`src/scap_defs.vh`:
```
// Constants for the synchronous DRAM command and address front end
`ifndef SCAP_DEFS_VH
`define SCAP_DEFS_VH

// ----------------------------------------------------------------------
// Command codes {row strobe, column strobe, write enable}, active low
// ----------------------------------------------------------------------
`define SCAP_CMD_MODE_SET   3'h0
`define SCAP_CMD_REFRESH    3'h1
`define SCAP_CMD_PRECHARGE  3'h2
`define SCAP_CMD_ACTIVATE   3'h3
`define SCAP_CMD_WRITE      3'h4
`define SCAP_CMD_READ       3'h5
`define SCAP_CMD_BURST_STOP 3'h6
`define SCAP_CMD_NOP        3'h7

// ----------------------------------------------------------------------
// Address field positions
// ----------------------------------------------------------------------
`define SCAP_ROW_MSB        12
`define SCAP_COL_MSB        8
`define SCAP_AP_BIT         10

// ----------------------------------------------------------------------
// Mode register selection by bank select during a mode set cycle
// ----------------------------------------------------------------------
`define SCAP_SEL_STD_MODE   2'h0
`define SCAP_SEL_EXT_MODE   2'h2

// ----------------------------------------------------------------------
// Reset values and burst timing
// ----------------------------------------------------------------------
`define SCAP_MODE_RESET     13'h0000
`define SCAP_BURST_BEATS    4'h4

// ----------------------------------------------------------------------
// Power states
// ----------------------------------------------------------------------
`define SCAP_PWR_RUN        2'h0
`define SCAP_PWR_DOWN       2'h1
`define SCAP_PWR_SUSPEND    2'h2
`define SCAP_PWR_SELFREF    2'h3

`endif

```
`src/scap_cmd_decode.v`:
```
// Command decoder: turns chip select and the three strobes into a command
`timescale 1ns/10ps
`include "scap_defs.vh"

module scap_cmd_decode (
   // Command pins
   input  wire       chipSelectN,
   input  wire       rowStrobeN,
   input  wire       colStrobeN,
   input  wire       writeEnableN,
   // Decoded command
   output wire       cmdValid,
   output wire [2:0] cmdCode,
   output wire       isActivate,
   output wire       isAccess,
   output wire       isPrecharge,
   output wire       isModeSet,
   output wire       isRefresh,
   output wire       isBurstStop
);

   wire [2:0] strobes;

   // Match one command code, only while the decoder is enabled
   function isCmd;
      input [2:0] code;
      input [2:0] want;
      input       enabled;
      begin
         isCmd = enabled && (code == want);
      end
   endfunction

   // Chip select high disables the decoder: every cycle is a deselect
   assign strobes     = {rowStrobeN, colStrobeN, writeEnableN};
   assign cmdValid    = ~chipSelectN && (strobes != `SCAP_CMD_NOP);
   assign cmdCode     = chipSelectN ? `SCAP_CMD_NOP : strobes;
   assign isActivate  = isCmd(strobes, `SCAP_CMD_ACTIVATE, ~chipSelectN);
   assign isAccess    = isCmd(strobes, `SCAP_CMD_READ, ~chipSelectN) |
                        isCmd(strobes, `SCAP_CMD_WRITE, ~chipSelectN);
   assign isPrecharge = isCmd(strobes, `SCAP_CMD_PRECHARGE, ~chipSelectN);
   assign isModeSet   = isCmd(strobes, `SCAP_CMD_MODE_SET, ~chipSelectN);
   assign isRefresh   = isCmd(strobes, `SCAP_CMD_REFRESH, ~chipSelectN);
   assign isBurstStop = isCmd(strobes, `SCAP_CMD_BURST_STOP, ~chipSelectN);

endmodule

```
`src/scap_bank_track.v`:
```
// Per-bank open state and open row, one slice per bank
`timescale 1ns/10ps
`include "scap_defs.vh"

module scap_bank_track (
   // Clock and reset
   input  wire        clk,
   input  wire        rst,
   // Updates, all qualified by the caller
   input  wire [3:0]  activateMask,
   input  wire [12:0] activateRow,
   input  wire [3:0]  prechargeMask,
   // State
   output wire [3:0]  bankOpen,
   output wire [51:0] openRows
);

   genvar b;

   // Each bank opens on activate and closes on precharge
   generate
      for (b = 0; b < 4; b = b + 1) begin : bankSlice
         reg        open_reg;
         reg [12:0] row_reg;
         always @(posedge clk) begin
            if (rst) begin
               open_reg <= 1'b0;
               row_reg  <= 13'h0000;
            end else if (activateMask[b]) begin
               open_reg <= 1'b1;
               row_reg  <= activateRow;
            end else if (prechargeMask[b]) begin
               open_reg <= 1'b0;
            end
         end
         assign bankOpen[b]            = open_reg;
         assign openRows[b*13 +: 13]   = row_reg;
      end
   endgenerate

endmodule

```
`src/scap_cmd_addr.v`:
```
// Command, bank and address front end of a four-bank synchronous DRAM
`timescale 1ns/10ps
`include "scap_defs.vh"

module scap_cmd_addr (
   // Clock and reset
   input  wire        clk,
   input  wire        rst,
   // Command pins from the controller
   input  wire        clkGate,
   input  wire        chipSelectN,
   input  wire        rowStrobeN,
   input  wire        colStrobeN,
   input  wire        writeEnableN,
   // Bank and address pins
   input  wire        bank_select_0,
   input  wire        bank_select_1,
   input  wire [12:0] addr,
   // Accepted command
   output reg         cmdTaken,
   output reg  [2:0]  cmdCode,
   output reg  [1:0]  cmdBank,
   output reg  [12:0] rowAddr,
   output reg  [8:0]  colAddr,
   output reg         autoPrecharge,
   // Bank state
   output reg  [3:0]  prechargePulse,
   output wire [3:0]  bankOpen,
   output wire [51:0] openRows,
   // Burst state
   output reg         burstActive,
   output reg         burstWrite,
   output reg  [1:0]  burstBank,
   // Mode registers
   output reg  [12:0] modeReg,
   output reg  [12:0] extModeReg,
   // Power state
   output reg  [1:0]  powerState,
   output wire        clockActive
);

   // ----------------------------------------------------------------------
   // Declarations
   // ----------------------------------------------------------------------
   wire        decValid;
   wire [2:0]  decCode;
   wire        decActivate;
   wire        decAccess;
   wire        decPrecharge;
   wire        decModeSet;
   wire        decRefresh;
   wire        decBurstStop;
   wire [1:0]  bankSel;
   wire        addr10_auto_precharge;
   wire        running;
   wire        takeCmd;
   wire        burstLast;
   wire [3:0]  cmdPreMask;
   wire [3:0]  apEndMask;
   wire [3:0]  actMask;
   wire        takeActivate;
   wire        takeAccess;
   wire        takePrecharge;
   wire        takeModeSet;
   wire        takeBurstStop;

   reg  [1:0]  power_reg;
   reg  [1:0]  power_next;
   reg  [3:0]  beats_reg;
   reg  [3:0]  beats_next;
   reg         burstAp_reg;
   reg         burstAp_next;
   reg         burstOn_next;
   reg         burstWr_next;
   reg  [1:0]  burstBank_next;

   // One-hot bank mask from a bank number
   function [3:0] bankMask;
      input [1:0] bank;
      begin
         bankMask = 4'h1 << bank;
      end
   endfunction

   // ----------------------------------------------------------------------
   // Command decode
   // ----------------------------------------------------------------------
   // Pins come from logic on this same clock, so no synchroniser is needed
   // The decoder is pure logic; every capture happens in the flops of this module and of its bank tracker
   scap_cmd_decode uDecode (
      .chipSelectN  (chipSelectN),
      .rowStrobeN   (rowStrobeN),
      .colStrobeN   (colStrobeN),
      .writeEnableN (writeEnableN),
      .cmdValid     (decValid),
      .cmdCode      (decCode),
      .isActivate   (decActivate),
      .isAccess     (decAccess),
      .isPrecharge  (decPrecharge),
      .isModeSet    (decModeSet),
      .isRefresh    (decRefresh),
      .isBurstStop  (decBurstStop)
   );

   assign bankSel               = {bank_select_1, bank_select_0};
   assign addr10_auto_precharge = addr[`SCAP_AP_BIT];

   // The clock counts only in the run state with the gate high
   assign running     = (power_reg == `SCAP_PWR_RUN) && clkGate;
   assign clockActive = running;
   // Commands are taken only on a live edge with the decoder enabled
   assign takeCmd     = running && decValid;

   // ----------------------------------------------------------------------
   // Qualified commands
   // ----------------------------------------------------------------------
   // Each command but refresh is qualified once here, so every consumer sees the same
   // gating; a deselected or gated edge can never leak into one of them
   assign takeActivate  = takeCmd && decActivate;
   assign takeAccess    = takeCmd && decAccess;
   assign takePrecharge = takeCmd && decPrecharge;
   assign takeModeSet   = takeCmd && decModeSet;
   assign takeBurstStop = takeCmd && decBurstStop;

   // ----------------------------------------------------------------------
   // Precharge masks
   // ----------------------------------------------------------------------
   // Explicit precharge: bit 10 high hits every bank, else only the named one.
   // Both sources merge into one mask; the tracker treats them alike
   assign cmdPreMask = takePrecharge ?
                       (addr10_auto_precharge ? 4'hF : bankMask(bankSel)) :
                       4'h0;
   // Auto-precharge closes the burst's bank on its last beat
   assign burstLast  = running && burstActive && (beats_reg == 4'h1);
   assign apEndMask  = (burstLast && burstAp_reg) ? bankMask(burstBank) : 4'h0;
   assign actMask    = takeActivate ? bankMask(bankSel) : 4'h0;

   // Pins never name one bank for activate and precharge in one cycle; only an
   // auto-precharge end can meet an activate, and then the activate wins
   scap_bank_track uBanks (
      .clk           (clk),
      .rst           (rst),
      .activateMask  (actMask),
      .activateRow   (addr),
      .prechargeMask (cmdPreMask | apEndMask),
      .bankOpen      (bankOpen),
      .openRows      (openRows)
   );

   // ----------------------------------------------------------------------
   // Command capture
   // ----------------------------------------------------------------------
   // Fields are latched only on the rising edge that takes a command.
   // cmdTaken is a one-cycle pulse; cmdCode and cmdBank hold until the next command,
   // the row and column fields until the next of their own kind, so the host may read them at leisure
   always @(posedge clk) begin
      if (rst) begin
         cmdTaken       <= 1'b0;
         cmdCode        <= `SCAP_CMD_NOP;
         cmdBank        <= 2'h0;
         rowAddr        <= 13'h0000;
         colAddr        <= 9'h000;
         autoPrecharge  <= 1'b0;
         prechargePulse <= 4'h0;
      end else begin
         cmdTaken       <= takeCmd;
         prechargePulse <= cmdPreMask | apEndMask;
         if (takeCmd) begin
            cmdCode <= decCode;
            cmdBank <= bankSel;
            if (decActivate) begin
               rowAddr <= addr[`SCAP_ROW_MSB:0];
            end
            if (decAccess) begin
               colAddr       <= addr[`SCAP_COL_MSB:0];
               autoPrecharge <= addr10_auto_precharge;
            end
         end
      end
   end

   // ----------------------------------------------------------------------
   // Mode registers
   // ----------------------------------------------------------------------
   // Bank selects steer the write; other select codes are ignored.
   // Dropping codes 01 and 11 rather than aliasing them means a stray
   // select can never corrupt either register
   always @(posedge clk) begin
      if (rst) begin
         modeReg    <= `SCAP_MODE_RESET;
         extModeReg <= `SCAP_MODE_RESET;
      end else if (takeModeSet) begin
         if (bankSel == `SCAP_SEL_STD_MODE) begin
            modeReg <= addr;
         end else if (bankSel == `SCAP_SEL_EXT_MODE) begin
            extModeReg <= addr;
         end
      end
   end

   // ----------------------------------------------------------------------
   // Burst tracking
   // ----------------------------------------------------------------------
   // A running burst keeps counting on deselected cycles; a new access
   // restarts it, which drops a pending auto-precharge of the old one unless the access lands on that burst's last beat.
   // Counting freezes while the gate is low, so a suspend resumes mid-burst
   always @* begin
      beats_next     = beats_reg;
      burstOn_next   = burstActive;
      burstWr_next   = burstWrite;
      burstBank_next = burstBank;
      burstAp_next   = burstAp_reg;
      if (running) begin
         if (takeAccess) begin
            beats_next     = `SCAP_BURST_BEATS;
            burstOn_next   = 1'b1;
            burstWr_next   = ~writeEnableN;
            burstBank_next = bankSel;
            burstAp_next   = addr10_auto_precharge;
         end else if (takeBurstStop) begin
            beats_next   = 4'h0;
            burstOn_next = 1'b0;
            burstAp_next = 1'b0;
         end else if (burstActive) begin
            beats_next = beats_reg - 4'h1;
            if (burstLast) begin
               burstOn_next = 1'b0;
               burstAp_next = 1'b0;
            end
         end
      end
   end

   always @(posedge clk) begin
      if (rst) begin
         beats_reg   <= 4'h0;
         burstActive <= 1'b0;
         burstWrite  <= 1'b0;
         burstBank   <= 2'h0;
         burstAp_reg <= 1'b0;
      end else begin
         beats_reg   <= beats_next;
         burstActive <= burstOn_next;
         burstWrite  <= burstWr_next;
         burstBank   <= burstBank_next;
         burstAp_reg <= burstAp_next;
      end
   end

   // ----------------------------------------------------------------------
   // Power state
   // ----------------------------------------------------------------------
   // Gate low picks the low-power mode from what the device is doing;
   // gate high on any later edge returns to run.
   // Limitation: a refresh means self-refresh entry only on the very edge
   // where the gate first drops; one a cycle earlier is a plain refresh
   always @* begin
      power_next = power_reg;
      case (power_reg)
         `SCAP_PWR_RUN: begin
            if (!clkGate) begin
               if (decRefresh) begin
                  power_next = `SCAP_PWR_SELFREF;
               end else if (burstActive) begin
                  power_next = `SCAP_PWR_SUSPEND;
               end else begin
                  power_next = `SCAP_PWR_DOWN;
               end
            end
         end
         `SCAP_PWR_DOWN, `SCAP_PWR_SUSPEND, `SCAP_PWR_SELFREF: begin
            if (clkGate) begin
               power_next = `SCAP_PWR_RUN;
            end
         end
         default: begin
            power_next = `SCAP_PWR_RUN;
         end
      endcase
   end

   always @(posedge clk) begin
      if (rst) begin
         power_reg  <= `SCAP_PWR_RUN;
         powerState <= `SCAP_PWR_RUN;
      end else begin
         power_reg  <= power_next;
         powerState <= power_next;
      end
   end

endmodule

```
`config.mk`:
```
export PLATFORM = sky130hd
export DESIGN_NAME = scap_cmd_addr
export DESIGN_NICKNAME = d
export VERILOG_FILES = /design/src/scap_cmd_decode.v /design/src/scap_bank_track.v /design/src/scap_cmd_addr.v
export VERILOG_INCLUDE_DIRS = /design/src
export SDC_FILE = /design/constraint.sdc
export NUM_CORES = 1
export LEC_CHECK = 0
export BUFFER_PORTS_ARGS = -buffer_cell sky130_fd_sc_hd__buf_2
export CAP_MARGIN = 20
export CORE_UTILIZATION = 51
export DETAILED_ROUTE_END_ITERATION = 6
export PLACE_DENSITY = 0.77
export SLEW_MARGIN = 20
export SYNTH_ARGS = -nofsm -noshare
export SYNTH_HDL_FRONTEND = slang
export SYNTH_SLANG_ARGS = --single-unit
```
`constraint.sdc`:
```
create_clock -name clk -period 2.2 [get_ports clk]
set_input_delay 0.44 -clock clk [delete_from_list [all_inputs] [get_ports clk]]
set_output_delay 0.44 -clock clk [all_outputs]
set_load 0.1 [all_outputs]
```
**After elaboration in Yosys (flattened, before gate mapping)**

Cells that the tools add are included.

- Input bits: 22
- Logic and storage cells: 110
- Output and inout bits: 122
- Register bits after elaboration: 126

- Equality and inequality tests: 14
- Mux-type cells: 29
- Bitwise gates (word level): 5
- Reductions and logical operators: 36
- Shifts and indexed selects: 2
- Add/sub/neg operators: 1

Operator list:

| cell | number |
|---|---|
| $mux W4 | 7 |
| $logic_and A1 B1 Y1 | 18 |
| $mux W1 | 16 |
| $reduce_and A2 Y1 | 6 |
| $eq A3 B3 Y1 const B | 3 |
| $mux W2 | 4 |
| $reduce_bool A2 Y1 | 4 |
| $shl A1 B2 Y4 const A | 2 |
| $eq A2 B2 Y1 const B | 3 |
| $eq A3 B2 Y1 const B | 2 |
| $reduce_and A3 Y1 | 2 |
| $reduce_bool A3 Y1 | 2 |
| $eq A4 B1 Y1 const B | 1 |
| $logic_not A2 Y1 | 2 |
| $ne A2 B2 Y1 const B | 2 |
| $or A4 B4 Y4 | 1 |
| $pmux W2 S2 | 1 |
| $sub A4 B1 Y4 const B | 1 |
| $eq A3 B1 Y1 const B | 1 |
| $logic_not A3 Y1 | 1 |
| $mux W3 | 1 |
| $ne A3 B3 Y1 const B | 1 |
| $not A1 Y1 | 3 |
| $reduce_or A3 Y1 | 1 |
| other kinds (2) | 2 |

**Longest topological paths before layout**

- Word-level depth: 9
- Mapped depth: 8
- Mapped depth without buffers: 6

**Hierarchy**

A second synthesis with hierarchy kept.

- Cell total of the unflattened synthesis: 510
- Area, all modules: 4894.7 µm²

By module, submodules not included:

| module | instances | cells an instance | area each (µm²) | seq. area each (µm²) |
|---|---|---|---|---|
| scap_cmd_addr | 1 | 309 | 2721.4 | 1401.3 |
| scap_bank_track | 1 | 190 | 2080.7 | 1121.1 |
| scap_cmd_decode | 1 | 11 | 92.6 | 0.0 |

**Worst setup path after synthesis**

OpenSTA, ideal clock, no wires.

- Kind: flip-flop to flip-flop
- Start point: register power_reg[0]
- End point: register rowAddr[10]
- Setup time: 71 ps
- Data arrival time: 2207 ps
- Buffers on the path: 3
- Required time: 2129 ps
- Stages on the path, launching flop included: 9
- Period minus slack after synthesis: 2278 ps
- Path slack: -78 ps
- Path through: dfxtp_1 or3b_1 buf_6 clkinv_4 buf_6 nand3_1 clkbuf_1 nand2_1 a21oi_1

- Word-level cells in the longest chain between the ends: 4

Ends and longest elaborated chain:

| what | line | source |
|---|---|---|
| start, declared | scap_cmd_addr.v:67 | `reg [1:0] power_reg;` |
| start signal, assigned | scap_cmd_addr.v:284 | `` power_reg <= `SCAP_PWR_RUN; `` |
| start signal, assigned | scap_cmd_addr.v:287 | `power_reg <= power_next;` |
| $logic_not A2 Y1 | -- |  |
| $logic_and A1 B1 Y1 | scap_cmd_addr.v:109 | `` assign running = (power_reg == `SCAP_PWR_RUN) && clkGate; `` |
| named net clockActive | scap_cmd_addr.v:39 | `output wire clockActive` |
| $logic_and A1 B1 Y1 | scap_cmd_addr.v:112 | `assign takeCmd = running && decValid;` |
| $reduce_and A2 Y1 (no line) | -- |  |
| end signal, assigned | scap_cmd_addr.v:172 | `` rowAddr <= addr[`SCAP_ROW_MSB:0]; `` |
| end, declared | scap_cmd_addr.v:23 | `output reg [12:0] rowAddr,` |

The timed path passes the listed nets, and every way through them passes these cells.
A chain may end at the register's enable or synchronous reset.

**Final worst setup path**

- Start point: register power_reg[0]
- End point: output clockActive

- Word-level cells in the longest chain between the ends: 2

Ends and longest elaborated chain:

| what | line |
|---|---|
| $logic_not A2 Y1 | -- |
| $logic_and A1 B1 Y1 | scap_cmd_addr.v:109 |
| end, declared | scap_cmd_addr.v:39 |

No other way between the ends.

==> metrics.md <==
| Metric | Value |
|---|---|
| Outcome | `finished clean` |
| # port buffers | `143` |
| Drc violations | `0` |
| Pin count of the biggest net entering global routing | `118` |
| Max Slew Vio Count | `0` |
| Diode count | `0` |
| Initial Utilization | `between 50% and 60%` |
| Critical Path Source Type | `flip-flop` |
| Max reg flops | `52` |
| Worst setup EP type | `primary output` |
| Clk_lat worst skew | `510 ps` |
| Clk_skew | `6.45 ps` |
| Met2 Use GR | `43.8%` |
| Sequential element share of the synthesized area | `between 50% and 60%` |
| GRT met1 Usage | `between 30 and 40%` |
| Leading cell types in the layout, fill and taps excluded | `nand2_1, buf_2, dfxtp_1` |
| Clock Power Share | `between 50% and 60%` |
| CP max-delay cell | `or3b_1` |
| Routability congestion estimate | `~0.82` |
| Setup CP Type | `reg2out` |
| Ys flop type | `dfxtp_1` |
| Hold depth | `2` |
| Post-synth EDFFs | `0` |
| Post-CTS sizing | `0` |
| Placed insts | `just under 800` |
| Sink Count | `126` |
| Most common cell after layout, fill and taps aside | `nand2_1` |
| CTS max path bufs | `2` |
| Die X | `99.8 um` |
| TritonCTS clock tree | `built` |
| Global-route wire length before repair | `20,500 um` |
| Critical-path cell list | `or3b_1, clkinv_4, buf_12` |
| FFs w/ async S/R, synth | `0%` |
| H-tree Lvls | `4` |
| Delay-heaviest family, CP | `simple AND/OR/NAND/NOR gates` |
| WL/cell | `~16 um` |
| CP required | `~1800 ps` |
| Register share of total power | `roughly two fifths` |
| CTS root buf | `clkbuf_8` |
| Crit path depth | `3` |
| Core ar. | `around 9200 um2` |
| Chip Height | `roughly 100 um` |
| Final net count | `between 700 and 800` |
| Post-Syn Area | `4870 um2` |
| Synth area leader | `dfxtp_1` |
| Yosys cell types | `45` |
| Layout cells sized above 1 | `between 20 and 30%` |
| Routed wire length | `between 10,000 and 15,000 um` |
| Hold_buf cts | `0` |
| Area share of the largest cell type after synthesis | `between 50% and 60%` |
| PD cells | `just over 900 nW/um2` |
| Non-Filler Instances | `826` |
| Period utilisation layout | `around 96%` |
| Synth Net Count | `~590` |
| Worst-margin pin slew | `around 540 ps` |
| I/O pin total | `between 100 and 150` |
| Post-Syn Instances | `563` |
| TNS Setup | `0 ps` |
| Relative slew slack | `between 60% and 70%` |
| Number of buffers created by CTS | `17` |
| Avg Vias per Cell | `5.27` |
| Gr busiest metal | `met2` |
| Final Hold Viols | `0` |
| Int Pwr | `4.25 mW` |
| Yosys warnings | `0` |
| Setup bufs post-CTS | `0` |
| Vias | `around 4,400` |
| RSZ-0062 raised after global routing | `false` |
| Overall Global Routing Usage | `a little over a quarter` |
| # rows | `35` |
| Worst Path Arrival | `~1700 ps` |
| Lkg Pwr | `around 2.8 nW` |
| # setup viols final | `0` |
| Max_cap viols | `0` |
| DP HPWL | `around 8900 um` |
| DRT Pass-1 Iters | `5` |
| Number of global-route vias before repair | `4,036` |
| Die area | `between 9000 and 10,000 um2` |
| Psw | `between 1 and 1.5 mW` |
| Comb power frac | `about 7.4%` |
| Slowest Stage Delay on Critical Path | `440 ps` |
| CP Buf/Inv Count | `2` |
| Pwr Total | `5.58 mW` |
| Initial antenna violation count | `0` |
| Area added between synthesis and finish | `26.1%` |
| Syn Area/Cell | `8.66 um2` |
| Congestion Overflow GR | `0` |
| CTS clock-pin slew for the worst setup and hold paths | `~60 ps` |
| Worst VDD drop | `between 0.5 and 0.6 mV` |
| Max FO, Critical Path | `21` |
| Initial DRC count | `approximately 200` |
| Area contributors post-synth | `dfxtp_1, nand2_1, a21oi_1` |
| Synthesized flop and latch total | `roughly 130` |
| Achievable frequency | `between 400 and 500 MHz` |
| Detail Route Antenna Nets | `0` |
| HP Class | `in2reg` |
| Register-to-Register Path Depth | `6` |
| Switch share | `approximately a quarter` |
| Met3 usage | `9.84%` |
| Min Tclk post-route | `2110 ps` |
## metrics by stage
| stage | utilization (%) | instance area, um2 | hold slack [ps] | worst slack, ps |
|---|---|---|---|---|
| floorplan | - | 4880 | 436 | 4.86 |
| global placement | 60.0 | 5540 | 440 | 311 |
| detailed placement | 60.0 | 5540 | 444 | 247 |
| CTS | 66.5 | 6150 | 96.5 | 72.7 |
| global route | 66.5 | 6150 | 92.7 | 7.61 |
| finish | 66.5 | 6150 | 113 | 89.0 |
## area by class of cell
class / count / area (um2)
Clock buffer: 22 / 443
Clock inverter: 10 / 163
Timing Repair Buffer: 150 / 798
Multi-Input combinational cell: 382 / 2030
Tap cell: 129 / 161
Fill cell: 752 / 3090
Sequential cell: 126 / 2520
Inverter: 7 / 31.3
## cell usage after synthesis, types with 4 or more instances
master / instances
a21oi_1: 73
a21oi_2: 13
and2_1: 4
buf_2: 19
buf_4: 5
buf_6: 8
clkbuf_1: 14
dfxtp_1: 126
inv_1: 6
mux2i_1: 27
nand2_1: 166
nand3_1: 7
nor2_1: 39
o21ai_0: 6
o22ai_1: 6
## layer usage
layer / vias up / share of wire [%]
met1: 2067 / 43
met4: 0 / 1.2
met5: - / 0
li1: 2107 / -
met2: 160 / 48
met3: 19 / 7.8
## power by group through the flow
stage	sequential [mW]	combinational, mW	clock [mW]
final	2.32	0.414	2.85
after global routing	2.32	0.434	3.00
after CTS	2.32	0.413	2.87
after detailed placement	2.37	0.412	0
after global placement	2.37	0.406	0
after floorplan	2.52	0.171	0
## cells by family after synthesis
group	after synthesis	synth area share, %
AOI/OAI and AO/OA	108	12.9
buffers and inverters	55	6.68
adders and majority gates	2	0.513
DFF	126	51.8
xor gates and xnor gates	1	0.180
muxes	27	5.55
and+or+nand+nor	244	22.4
## final timing paths
kind	from	end	slack, ps
worst max-delay path	power_reg[0]$_SDFFE_PP0P_	clockActive	90
worst min-delay path	clkGate	power_reg[0]$_SDFFE_PP0P_	110
worst max register to register	beats_reg[1]$_SDFFE_PP0P_	uBanks.bankSlice[0].open_reg$_SDFFE_PP0P_	380
worst min register to register	uBanks.bankSlice[3].row_reg[10]$_SDFFE_PP0P_	uBanks.bankSlice[3].row_reg[10]$_SDFFE_PP0P_	450
(Power assumes the default switching activity.)
